### src/verilog/timer_consts.vh
// Constants for the dual eight-bit event timer
`ifndef TIMER_CONSTS_VH
`define TIMER_CONSTS_VH

`define ADDR_CLOCK_SELECT 4'h0
`define ADDR_MODE_CONTROL 4'h1
`define ADDR_OUTPUT_CONTROL 4'h2
`define ADDR_COMPARE_ONE 4'h3
`define ADDR_COMPARE_TWO 4'h4
`define ADDR_COUNTER_ONE 4'h5
`define ADDR_COUNTER_TWO 4'h6

`define MODE_ENABLE_ONE_BIT 0
`define MODE_ENABLE_TWO_BIT 1
`define MODE_CASCADE_BIT 2
`define MODE_MASK 8'h07

`define OUT_WAVE_ONE_BIT 0
`define OUT_SET_ONE_BIT 2
`define OUT_RESET_ONE_BIT 3
`define OUT_WAVE_TWO_BIT 4
`define OUT_SET_TWO_BIT 6
`define OUT_RESET_TWO_BIT 7
`define OUT_READ_MASK 8'h11

`define CTRL_RESET 8'h00
`define COUNT_RESET 8'h00
`define COUNT_MAX 8'hff

`define CODE_FALL 4'h0
`define CODE_RISE 4'h1
`define CODE_DIV4 4'h6
`define CODE_DIV8 4'h7
`define CODE_DIV16 4'h8
`define CODE_DIV32 4'h9
`define CODE_DIV64 4'ha
`define CODE_DIV128 4'hb
`define CODE_DIV256 4'hc
`define CODE_DIV512 4'hd
`define CODE_DIV1024 4'he
`define CODE_DIV4096 4'hf

`define PRESCALE_WIDTH 12
`define PRESCALE_RESET 12'h000

`endif

### src/verilog/dual_event_timer.v
// Two 8-bit event timers with compare, square wave and cascade mode
`timescale 1ns/1ps
`default_nettype none
`include "timer_consts.vh"

module dual_event_timer (
  input wire ref_clk,
  input wire rst,
  input wire clk_en,
  input wire [3:0] reg_addr,
  input wire [7:0] reg_wdata,
  input wire reg_wr,
  input wire reg_rd,
  output reg [7:0] reg_rdata,
  input wire event_pin_one,
  input wire event_pin_two,
  output reg wave_out_one,
  output reg wave_out_two,
  output reg match_irq_one,
  output reg match_irq_two
);

  reg [7:0] clock_select_r;
  reg [7:0] mode_control_r;
  reg [7:0] output_control_r;
  reg [7:0] compare_one_r;
  reg [7:0] compare_two_r;
  reg [7:0] counter_one_r;
  reg [7:0] counter_two_r;
  reg [7:0] counter_one_nxt;
  reg [7:0] counter_two_nxt;
  reg level_one_r;
  reg level_two_r;
  reg level_one_nxt;
  reg level_two_nxt;
  reg [`PRESCALE_WIDTH-1:0] prescale_r;
  reg hit_one;
  reg hit_two;

  wire [3:0] low_clock_select_field;
  wire [3:0] high_clock_select_field;
  wire cascade_select_bit;
  wire count_enable_bit;
  wire enable_two;
  wire wave_enable_one;
  wire wave_enable_two;
  wire rise_one;
  wire fall_one;
  wire rise_two;
  wire fall_two;
  wire tick_one;
  wire tick_two;
  wire pulse_one;
  wire pulse_two;
  wire match_one;
  wire match_two;
  wire overflow_one;
  wire full_match;
  wire wr_out;

  wire [1:0] pin_in;
  wire [1:0] pin_rise;
  wire [1:0] pin_fall;
  wire [`PRESCALE_WIDTH-1:0] pre_tap;

  assign low_clock_select_field = clock_select_r[3:0];
  assign high_clock_select_field = clock_select_r[7:4];
  assign cascade_select_bit = mode_control_r[`MODE_CASCADE_BIT];
  assign count_enable_bit = mode_control_r[`MODE_ENABLE_ONE_BIT];
  assign enable_two = mode_control_r[`MODE_ENABLE_TWO_BIT];
  assign wave_enable_one = output_control_r[`OUT_WAVE_ONE_BIT];
  assign wave_enable_two = output_control_r[`OUT_WAVE_TWO_BIT];
  assign wr_out = reg_wr && (reg_addr == `ADDR_OUTPUT_CONTROL);

  // Pins are asynchronous: two stages settle them, the third holds
  // the previous level so an edge is seen exactly once
  assign pin_in = {event_pin_two, event_pin_one};

  genvar ch;
  generate
    for (ch = 0; ch < 2; ch = ch + 1)
    begin : g_pin
      reg [2:0] sync_r;
      wire settled;
      wire previous;
      always @(posedge ref_clk)
      begin
        if (rst)
          sync_r <= 3'h0;
        else if (clk_en)
          sync_r <= {sync_r[1:0], pin_in[ch]};
      end
      // Edge detect reads only the settled second and third stages
      assign settled = sync_r[1];
      assign previous = sync_r[2];
      assign pin_rise[ch] = settled && !previous;
      assign pin_fall[ch] = !settled && previous;
    end
  endgenerate

  assign rise_one = pin_rise[0];
  assign fall_one = pin_fall[0];
  assign rise_two = pin_rise[1];
  assign fall_two = pin_fall[1];

  // One tap per prescaler bit: high while that bit and all below are
  // ones, so a divide by two to the n ticks on tap n minus one
  genvar tb;
  generate
    for (tb = 0; tb < `PRESCALE_WIDTH; tb = tb + 1)
    begin : g_tap
      assign pre_tap[tb] = &prescale_r[tb:0];
    end
  endgenerate

  // Count clock select; undefined codes give no count pulse
  function count_tick;
    input [3:0] code;
    input [`PRESCALE_WIDTH-1:0] pre;
    input rise;
    input fall;
    begin
      case (code)
        `CODE_FALL: count_tick = fall;
        `CODE_RISE: count_tick = rise;
        `CODE_DIV4: count_tick = pre[1];
        `CODE_DIV8: count_tick = pre[2];
        `CODE_DIV16: count_tick = pre[3];
        `CODE_DIV32: count_tick = pre[4];
        `CODE_DIV64: count_tick = pre[5];
        `CODE_DIV128: count_tick = pre[6];
        `CODE_DIV256: count_tick = pre[7];
        `CODE_DIV512: count_tick = pre[8];
        `CODE_DIV1024: count_tick = pre[9];
        `CODE_DIV4096: count_tick = pre[11];
        default: count_tick = 1'b0;
      endcase
    end
  endfunction

  // Cascade uses channel one's clock source only, through the low nibble
  assign tick_one = count_tick(low_clock_select_field, pre_tap,
                               rise_one, fall_one);
  assign tick_two = count_tick(high_clock_select_field, pre_tap,
                               rise_two, fall_two);

  // Free-running prescaler: start is not aligned to it
  assign pulse_one = count_enable_bit && tick_one;
  // Equality only, so a compare lowered below the count waits for wrap
  assign match_one = pulse_one && (counter_one_r == compare_one_r);
  assign overflow_one = pulse_one && (counter_one_r == `COUNT_MAX);
  assign full_match = match_one && (counter_two_r == compare_two_r);
  // In cascade the second counter is clocked by overflow
  assign pulse_two = cascade_select_bit ? overflow_one
                   : (enable_two && tick_two);
  assign match_two = cascade_select_bit ? full_match
                   : (pulse_two && (counter_two_r == compare_two_r));

  always @*
  begin
    counter_one_nxt = counter_one_r;
    counter_two_nxt = counter_two_r;
    hit_one = match_one;
    hit_two = match_two;
    if (cascade_select_bit)
    begin
      // Only the enable bit starts or stops the pair
      // Channel two's enable and clock nibble are ignored here
      if (!count_enable_bit)
      begin
        counter_one_nxt = `COUNT_RESET;
        counter_two_nxt = `COUNT_RESET;
      end
      else if (full_match)
      begin
        counter_one_nxt = `COUNT_RESET;
        counter_two_nxt = `COUNT_RESET;
      end
      else if (pulse_one)
      begin
        counter_one_nxt = counter_one_r + 8'h01;
        if (pulse_two)
          counter_two_nxt = counter_two_r + 8'h01;
      end
    end
    else
    begin
      // Enable low holds zero, so a restart runs a full interval
      if (!count_enable_bit)
        counter_one_nxt = `COUNT_RESET;
      else if (match_one)
        counter_one_nxt = `COUNT_RESET;
      else if (pulse_one)
        counter_one_nxt = counter_one_r + 8'h01;
      if (!enable_two)
        counter_two_nxt = `COUNT_RESET;
      else if (match_two)
        counter_two_nxt = `COUNT_RESET;
      else if (pulse_two)
        counter_two_nxt = counter_two_r + 8'h01;
    end
  end

  // Output flip-flops; a software preset beats a same-cycle toggle
  always @*
  begin
    level_one_nxt = level_one_r;
    level_two_nxt = level_two_r;
    if (hit_one && wave_enable_one)
      level_one_nxt = !level_one_r;
    if (hit_two && wave_enable_two)
      level_two_nxt = !level_two_r;
    // Set wins over reset when both come in one write
    if (wr_out)
    begin
      if (reg_wdata[`OUT_SET_ONE_BIT])
        level_one_nxt = 1'b1;
      else if (reg_wdata[`OUT_RESET_ONE_BIT])
        level_one_nxt = 1'b0;
      if (reg_wdata[`OUT_SET_TWO_BIT])
        level_two_nxt = 1'b1;
      else if (reg_wdata[`OUT_RESET_TWO_BIT])
        level_two_nxt = 1'b0;
    end
  end

  // Control and timing state
  // Reset ignores clock enable so a frozen block can still be cleared
  always @(posedge ref_clk)
  begin
    if (rst)
    begin
      clock_select_r <= `CTRL_RESET;
      mode_control_r <= `CTRL_RESET;
      output_control_r <= `CTRL_RESET;
      counter_one_r <= `COUNT_RESET;
      counter_two_r <= `COUNT_RESET;
      level_one_r <= 1'b0;
      level_two_r <= 1'b0;
      prescale_r <= `PRESCALE_RESET;
      wave_out_one <= 1'b0;
      wave_out_two <= 1'b0;
      match_irq_one <= 1'b0;
      match_irq_two <= 1'b0;
      reg_rdata <= 8'h00;
    end
    else if (clk_en)
    begin
      prescale_r <= prescale_r + 12'h001;
      counter_one_r <= counter_one_nxt;
      counter_two_r <= counter_two_nxt;
      level_one_r <= level_one_nxt;
      level_two_r <= level_two_nxt;
      match_irq_one <= hit_one;
      match_irq_two <= hit_two;
      // Pin shows the level only while enabled; the ff keeps its state
      wave_out_one <= level_one_nxt && wave_enable_one;
      wave_out_two <= level_two_nxt && wave_enable_two;
      if (reg_wr)
      begin
        case (reg_addr)
          `ADDR_CLOCK_SELECT: clock_select_r <= reg_wdata;
          `ADDR_MODE_CONTROL: mode_control_r <= reg_wdata & `MODE_MASK;
          // Level bits are strobes and are not stored
          `ADDR_OUTPUT_CONTROL:
            output_control_r <= reg_wdata & `OUT_READ_MASK;
          default: ;
        endcase
      end
      // Read data stand one cycle, then fall back to zero
      reg_rdata <= 8'h00;
      if (reg_rd)
      begin
        case (reg_addr)
          `ADDR_CLOCK_SELECT: reg_rdata <= clock_select_r;
          `ADDR_MODE_CONTROL: reg_rdata <= mode_control_r;
          `ADDR_OUTPUT_CONTROL: reg_rdata <= output_control_r;
          `ADDR_COMPARE_ONE: reg_rdata <= compare_one_r;
          `ADDR_COMPARE_TWO: reg_rdata <= compare_two_r;
          `ADDR_COUNTER_ONE: reg_rdata <= counter_one_r;
          `ADDR_COUNTER_TWO: reg_rdata <= counter_two_r;
          default: reg_rdata <= 8'h00;
        endcase
      end
    end
  end

  // Compares have no reset value; software must load them first
  // A write lands at once, even while the counter runs
  always @(posedge ref_clk)
  begin
    if (clk_en && reg_wr)
    begin
      // Cascade writes while running are the caller's hazard
      if (reg_addr == `ADDR_COMPARE_ONE)
        compare_one_r <= reg_wdata;
      if (reg_addr == `ADDR_COMPARE_TWO)
        compare_two_r <= reg_wdata;
    end
  end

endmodule // dual_event_timer
`default_nettype wire

### config.mk
export PLATFORM = sky130hd
export DESIGN_NAME = dual_event_timer
export DESIGN_NICKNAME = d
export VERILOG_FILES = /design/src/verilog/dual_event_timer.v
export VERILOG_INCLUDE_DIRS = /design/src /design/src/verilog
export SDC_FILE = /design/constraint.sdc
export NUM_CORES = 1
export LEC_CHECK = 0
export BUFFER_PORTS_ARGS = -buffer_cell sky130_fd_sc_hd__buf_2
export CORE_AREA = 2 2 100 83
export CTS_CLUSTER_DIAMETER = 200
export DETAILED_ROUTE_END_ITERATION = 6
export DIE_AREA = 0 0 102 85
export GPL_TIMING_DRIVEN = 0
export PLACE_DENSITY_LB_ADDON = 0.25
export REMOVE_ABC_BUFFERS = 1
export SKIP_LAST_GASP = 1
export SYNTH_ARGS = -nofsm -noshare
export SYNTH_HDL_FRONTEND = slang
export SYNTH_SLANG_ARGS = --single-unit
### constraint.sdc
create_clock -name ref_clk -period 2.15 [get_ports ref_clk]
set_input_delay 0.1075 -clock ref_clk [delete_from_list [all_inputs] [get_ports ref_clk]]
set_output_delay 0.1075 -clock ref_clk [all_outputs]
set_load 0.01 [all_outputs]
==> reports/qor.txt, run 1 <==
status - complete, but fails checks
hold slack - 0.0283 ns
failing checks - negative setup slack
FF+latch count, synth - 77
Post-DRT Antenna Nets - 0
top-area cell type share of the netlist area - 30.1%
HP Class - input port to register
sequential share of power - 51.8%
die area - 8670 um^2
crit share post-route - 101%
Clk pwr share - 41.6%
dpl hpwl - 6780 um
1st-pass router iterations - 5
core footprint - 7690 um^2
met1 usage - 35.1%
clk_skew - 0.0107 ns
register area share after synthesis - 41.9%
Setup crit start kind - register
IO Port Bufs - 30
Net Switching - 699 uW
Clock Latency Late Sink - 0.35 ns
Worst-path clk slew - 0.09 ns
clock buffer depth - 2
met3 usage - 6.01%
Die Wd - 102 um
unrepaired setup endpoints after global routing - yes
synthesized area - 4060 um^2
CP endpoint kind - register
grt met2 use - 36.6%
worst path cell trace - or3b_1 > a211oi_2 > o221ai_4 > buf_4 > a311oi_4 > o21ai_2 > o31ai_1 > a31o_2
Root Driver - clkbuf_8
IO Pins - 31
Final Util - 63.3%
crit-path max FO - 5
syn_area_per_cell - 9.42 um^2
TritonCTS clock tree - yes
VDD IR max - 375 uV
Worst EP required - 2.46 ns
P per Cell Area - 594 nW/um^2
TritonCTS Sinks - 77
DR WL/cell - 17.5 um
fraction of registers with async set/reset - 0%
CP arrival - 2.48 ns
post-synthesis instance total - 431
Rel. slew slack - 7.72%
vias per cell - 5.88
leakage - 1.75 nW
top-count cell post-synth - nor2_1
power share of the combinational group - 6.6%
worst setup margin - -0.0253 ns
row count - 29
layout cells sized above 1 - 24.3%
Sw Share - 24.2%
area leader, netlist - dfxtp_1
synth warn - 0
initial antenna violation count - 0
vias in the first global route - 3245
max incr delay on CP - 0.38 ns
crit path time final - 2.18 ns
top cells by count, synth - 63 x nor2_1, 61 x dfxtp_1, 30 x mux2i_1
max-cap viol count - 0
vias - 3415
post-synth cell types - 61
largest cells by area after synthesis - dfxtp_1 30%, edfxtp_1 12%, mux2i_1 7.4%
Num CTS Buffers - 9
Congestion Overflow GR - 0
Final Hold Fails - 0
Internal Power - 2.19 mW
fin. max-slew vios - 0
Post-route DRC - 0
fmax - 0.460 GHz
final wirelength - 10200 um
ys flop type - dfxtp_1
Die Height - 85 um
largest net degree at the start of global routing - 48
Final nets - 491
Worst-Margin Slew - 1.38 ns
GP Congestion - 0.888
CP max-delay cell - dfxtp_4
htree depth - 3
Setup CP Type - register to register
Global Route Usage Sum - 24.6%
initial drt markers - 235
count of final setup violators - 5
area growth from synthesis to layout - 19.8%
Place WS - -0.609 ns
most used routing layer - met2
# diodes - 0
Initial Util - 52.8%
first-pass GRT wire length - 16300 um
number of synthesized flops with an enable pin - 16
==> path summary, 6_finish.rpt <==
| check | from | endpoint | slack, ns | cells past startpoint |
|---|---|---|---|---|
| hold / removal | reg_wdata[7] | compare_one_r[7] | 0.03 | 1 |
| setup reg to reg | clock_select_r[0] | level_two_r | -0.03 | 8 |
| hold reg to reg | reg_rdata[2] | reg_rdata[2] | 0.48 | 2 |
| setup / recovery | clock_select_r[0] | level_two_r | -0.03 | 8 |
==> registers in the layout (all words and copies together) (netlist names), 6 cells and up <==
signal	cells
counter_one_r	8
clock_select_r	8
compare_two_r	8
reg_rdata	8
g_pin.sync_r	6
prescale_r	12
compare_one_r	8
counter_two_r	8
==> per-layer routing <==
layer	part of all wire, %	up-vias
met3	6.5	22
li1	-	1626
met5	0	-
met4	2.0	0
met1	46	1637
met2	45	130
==> layout by cell type (no fill, tap or decap), types with 3 or more instances in the layout <==
cell type      instances
mux2i_1               29
buf_6                  5
and2_1                 4
o22ai_1                6
buf_4                 11
dfxtp_1               50
clkbuf_16              3
dlygate4sd3_1          4
o21ai_2                3
nor2_1                60
dfxtp_2                7
nand3_1               19
dfxtp_4                4
nor4_1                 3
and3_1                 4
a31oi_4                4
a21oi_1               20
clkbuf_8               9
o211ai_1               5
xor2_1                23
nand2b_1               4
nor2b_1                6
a22oi_1               13
o21ai_0                8
xnor2_1               15
inv_1                  6
buf_2                 30
nand2_1               26
edfxtp_1              16
nand4_1               13
==> area by class of cell <==
type	count	area (um^2)
multi-input combinational	323	2400
sequential	77	1730
timing repair buffer	51	349
inverter	6	22.5
clock buffer	12	199
fill	648	2830
clock inverter	4	30.0
tap	108	135
==> repair_timing <==
item	CTS	global route
hold endpoints to repair	6	0
hold buffers	4	0
gates resized for setup	34	26
endpoints found under the setup margin	22	22
pin swaps	20	27
setup buffers	15	2
==> through the flow <==
stage	setup TNS (ns)	instance area, um^2	std cells	total power, mW
final	-0.0587	4870	581	2.89
after global routing	-2.12	4870	581	3.00
after CTS	-1.15	4750	579	2.91
after detailed placement	-13.00	4190	544	1.70
after global placement	-11.56	4190	544	1.70
after floorplan	-1.07	3910	406	1.61
==> worst max-delay path: cells and delay by family, from the launching register on <==
kind | cells | cell delay [ns]
DFF | 1 | 0.38
and+or+nand+nor | 1 | 0.36
AOI/OAI and AO/OA | 6 | 1.22
buffers and inverters | 1 | 0.17
==> cells by family (layout without fill, tap and decap cells) <==
kind of cell	after synthesis	in the layout	share of synthesized area, %
AND/OR/NAND/NOR	161	161	19.1
AO/OA/AOI/OAI	85	85	15.5
flip-flops	77	77	41.9
XOR/XNOR	39	39	8.41
multiplexers	34	34	9.43
buffers and inverters	31	73	4.34
adder cells (fa/ha/maj)	4	4	1.23
==> power groups by stage <==
stage | Combinational [mW] | Sequential, mW | Clock, mW
floorplan | 0.0796 | 1.53 | 0
global placement | 0.161 | 1.53 | 0
detailed placement | 0.164 | 1.54 | 0
CTS | 0.184 | 1.50 | 1.23
global route | 0.208 | 1.50 | 1.29
finish | 0.191 | 1.50 | 1.20
No activity file was read; power rests on OpenSTA's default activity.
==> run 2, diff against run 1 <==
--- a/config.mk
+++ b/config.mk
@@ -7,10 +7,10 @@
 export NUM_CORES = 1
 export LEC_CHECK = 0
 export BUFFER_PORTS_ARGS = -buffer_cell sky130_fd_sc_hd__buf_2
-export CORE_AREA = 2 2 100 83
+export CORE_AREA = 2 2 95 79
 export CTS_CLUSTER_DIAMETER = 200
 export DETAILED_ROUTE_END_ITERATION = 6
-export DIE_AREA = 0 0 102 85
+export DIE_AREA = 0 0 97 81
 export GPL_TIMING_DRIVEN = 0
 export PLACE_DENSITY_LB_ADDON = 0.25
 export REMOVE_ABC_BUFFERS = 1
@@ -18,3 +18,4 @@
 export SYNTH_ARGS = -nofsm -noshare
 export SYNTH_HDL_FRONTEND = slang
 export SYNTH_SLANG_ARGS = --single-unit
+export TNS_END_PERCENT = 30
==> constraint.sdc (replaced) <==
create_clock -name ref_clk -period 2.36 [get_ports ref_clk]
set_input_delay 0.118 -clock ref_clk [delete_from_list [all_inputs] [get_ports ref_clk]]
set_output_delay 0.118 -clock ref_clk [all_outputs]
set_load 0.01 [all_outputs]
==> run 2 against run 1 <==
Against the previous run: the flow now finishes without violations; clock skew fell by 0.0015 ns; final area is 3.3% lower; clock power is 15% lower; final cell count down 3.3%; combinational power fell by 15%; non-clock buffer count is 1 lower; fmax down 4.7%; worst setup slack improved by 0.10 ns; die area decreased by 9.4%; register-to-register slack better by 0.10 ns; first-iteration DRC count grew 78%; via count up 1.2%; largest cell class unchanged; largest power group unchanged.
==> reports/qor.txt, run 2 (synthesized netlist as in run 1, its figures left out) <==
crit path time final - 2.28 ns (+0.107 ns)
vias - 3455 (+1.2%)
Initial Util - 57.7% (+4.9 points)
clk_skew - 0.00919 ns (-0.00153 ns)
status - completed
unrepaired setup endpoints after global routing - yes
Final Util - 66.8% (+3.6 points)
GP Congestion - 0.886 (-0.32%)
Clk pwr share - 39.9% (-1.7 points)
R2R setup slack - 0.08 ns (+0.10 ns)
crit-path max FO - 8 (+3)
first-pass GRT wire length - 15700 um (-4.0%)
Top delay family on crit path - compound AO/OA/AOI/OAI gates
VDD IR max - 494 uV (+32%)
Rel. slew slack - 14.5% (+6.8 points)
CP arrival - 2.52 ns (+0.04 ns)
CP Buf/Inv Count - 2 (+1)
# diodes - 0 (unchanged)
P per Cell Area - 542 nW/um^2 (-8.8%)
IO Pins - 31 (unchanged)
max-cap viol count - 0 (unchanged)
Top reg by flops - prescale_r
largest net degree at the start of global routing - 48 (unchanged)
fmax - 0.438 GHz (-4.7%)
Final Hold Fails - 0 (unchanged)
crit share post-route - 96.7% (-4.5 points)
vias per cell - 6.15 (+4.6%)
sequential share of power - 53.7% (+1.9 points)
Die Height - 81 um (-4.7%)
Post-DRT Antenna Nets - 0 (unchanged)
dpl hpwl - 6610 um (-2.5%)
CP endpoint kind - register
power share of the combinational group - 6.4% (-0.2 points)
TritonCTS clock tree - yes
Worst EP required - 2.60 ns (+0.14 ns)
Internal Power - 1.96 mW (-10%)
DR WL/cell - 17.6 um (+0.67%)
area growth from synthesis to layout - 15.9%
fin. max-slew vios - 0 (unchanged)
Setup crit start kind - register
layout cells sized above 1 - 22.0% (-2.3 points)
Post-route DRC - 0 (unchanged)
1st-pass router iterations - 6 (+1)
Sw Share - 23.1% (-1.1 points)
Worst-path clk slew - 0.07 ns (-0.02 ns)
Global Route Usage Sum - 25.3% (+0.77 points)
max incr delay on CP - 0.37 ns (about the same)
Congestion Overflow GR - 0 (unchanged)
commonest non-fill, non-tap cell in the layout - nor2_1
Final nets - 490 (-0.20%)
CP max-delay cell - dfxtp_4
HP Class - input port to register
core footprint - 7040 um^2 (-8.5%)
Net Switching - 589 uW (-16%)
count of final setup violators - 0 (-5)
vias in the first global route - 3111 (-4.1%)
commonest non-fill, non-tap cells in the layout - 62 x nor2_1, 50 x dfxtp_1, 30 x buf_2
htree depth - 3 (unchanged)
initial antenna violation count - 0 (unchanged)
initial drt markers - 419 (+78%)
IO Port Bufs - 30 (unchanged)
Largest register FFs - 12 (unchanged)
clock buffer depth - 2 (unchanged)
CP most frequent cell - ha_4
Die Wd - 97 um (-4.9%)
worst path cell trace - ha_4 > ha_4 > mux2i_2 > o31ai_2 > o221ai_2 > buf_4 > buf_6 > a31oi_4 > and3_1 > xnor2_1 > nor2_1
TritonCTS Sinks - 77 (unchanged)
row count - 28 (-3.4%)
hold slack - 0.00319 ns (-0.0251 ns)
Clock Latency Late Sink - 0.36 ns (about the same)
die area - 7860 um^2 (-9.4%)
Root Driver - clkbuf_8
Num CTS Buffers - 9 (unchanged)
final wirelength - 9900 um (-2.6%)
leakage - 1.72 nW (-1.8%)
Worst-Margin Slew - 1.28 ns (-0.101 ns)
Setup CP Type - register to register
==> run 2: repair_timing <==
item | 4_1_cts | 5_1_grt
pin swaps | 7 | 15
resized for setup | 13 | 30
hold buffers | 2 | 0
hold endpoints to repair | 2 | 0
setup endpoints to repair | 22 | 19
buffers inserted | 9 | 9
==> run 2: worst register-to-register path, cell delays in order, from the launching register on <==
cell	delay, ns
dfxtp_4	0.37
ha_4	0.18
ha_4	0.14
mux2i_2	0.08
o31ai_2	0.24
o221ai_2	0.19
buf_4	0.19
buf_6	0.11
a31oi_4	0.30
and3_1	0.22
xnor2_1	0.11
nor2_1	0.05
==> run 2: power groups by stage <==
stage	logic, mW	registers [mW]	clock network [mW]
2_1_floorplan	0.0726	1.40	0
3_3_place_gp	0.145	1.40	0
3_5_place_dp	0.148	1.40	0
4_1_cts	0.153	1.37	1.03
5_1_grt	0.178	1.37	1.08
6_report	0.163	1.37	1.02
==> run 2: layout make-up <==
cell class / count / area, um^2
Multi-Input combinational cell: 323 / 2330
Sequential cell: 77 / 1720
Clock inverter: 4 / 46.3
Timing Repair Buffer: 50 / 317
Clock buffer: 12 / 156
Fill cell: 549 / 2330
Tap cell: 90 / 113
Inverter: 6 / 22.5
==> run 2: final timing paths <==
check                     start                 end  depth (start not counted)
setup / recovery  prescale_r[0]    counter_one_r[3]                         11
hold reg to reg    reg_rdata[1]        reg_rdata[1]                          2
setup reg to reg  prescale_r[0]    counter_one_r[3]                         11
hold / removal    event_pin_one  g_pin[0].sync_r[0]                          3
==> run 2: layer usage <==
layer | vias up | GRT usage, % | share of wire, %
met3 | 30 | 6.11 | 8.0
met2 | 168 | 41.4 | 46
met5 | - | 0 | 0
met1 | 1628 | 33.4 | 44
met4 | 0 | 8.73 | 1.8
li1 | 1629 | - | -
==> run 2: metrics by stage <==
step	cell area, um^2	worst slack, ns	cells	power, mW	TNS, ns
global route	4710	-0.0508	562	2.63	-0.227
global placement	4170	-0.318	526	1.54	-5.60
detailed placement	4170	-0.423	526	1.55	-6.96
CTS	4530	-0.0386	553	2.56	-0.0514
floorplan	3910	0.104	406	1.47	0
finish	4710	0.0780	562	2.55	0
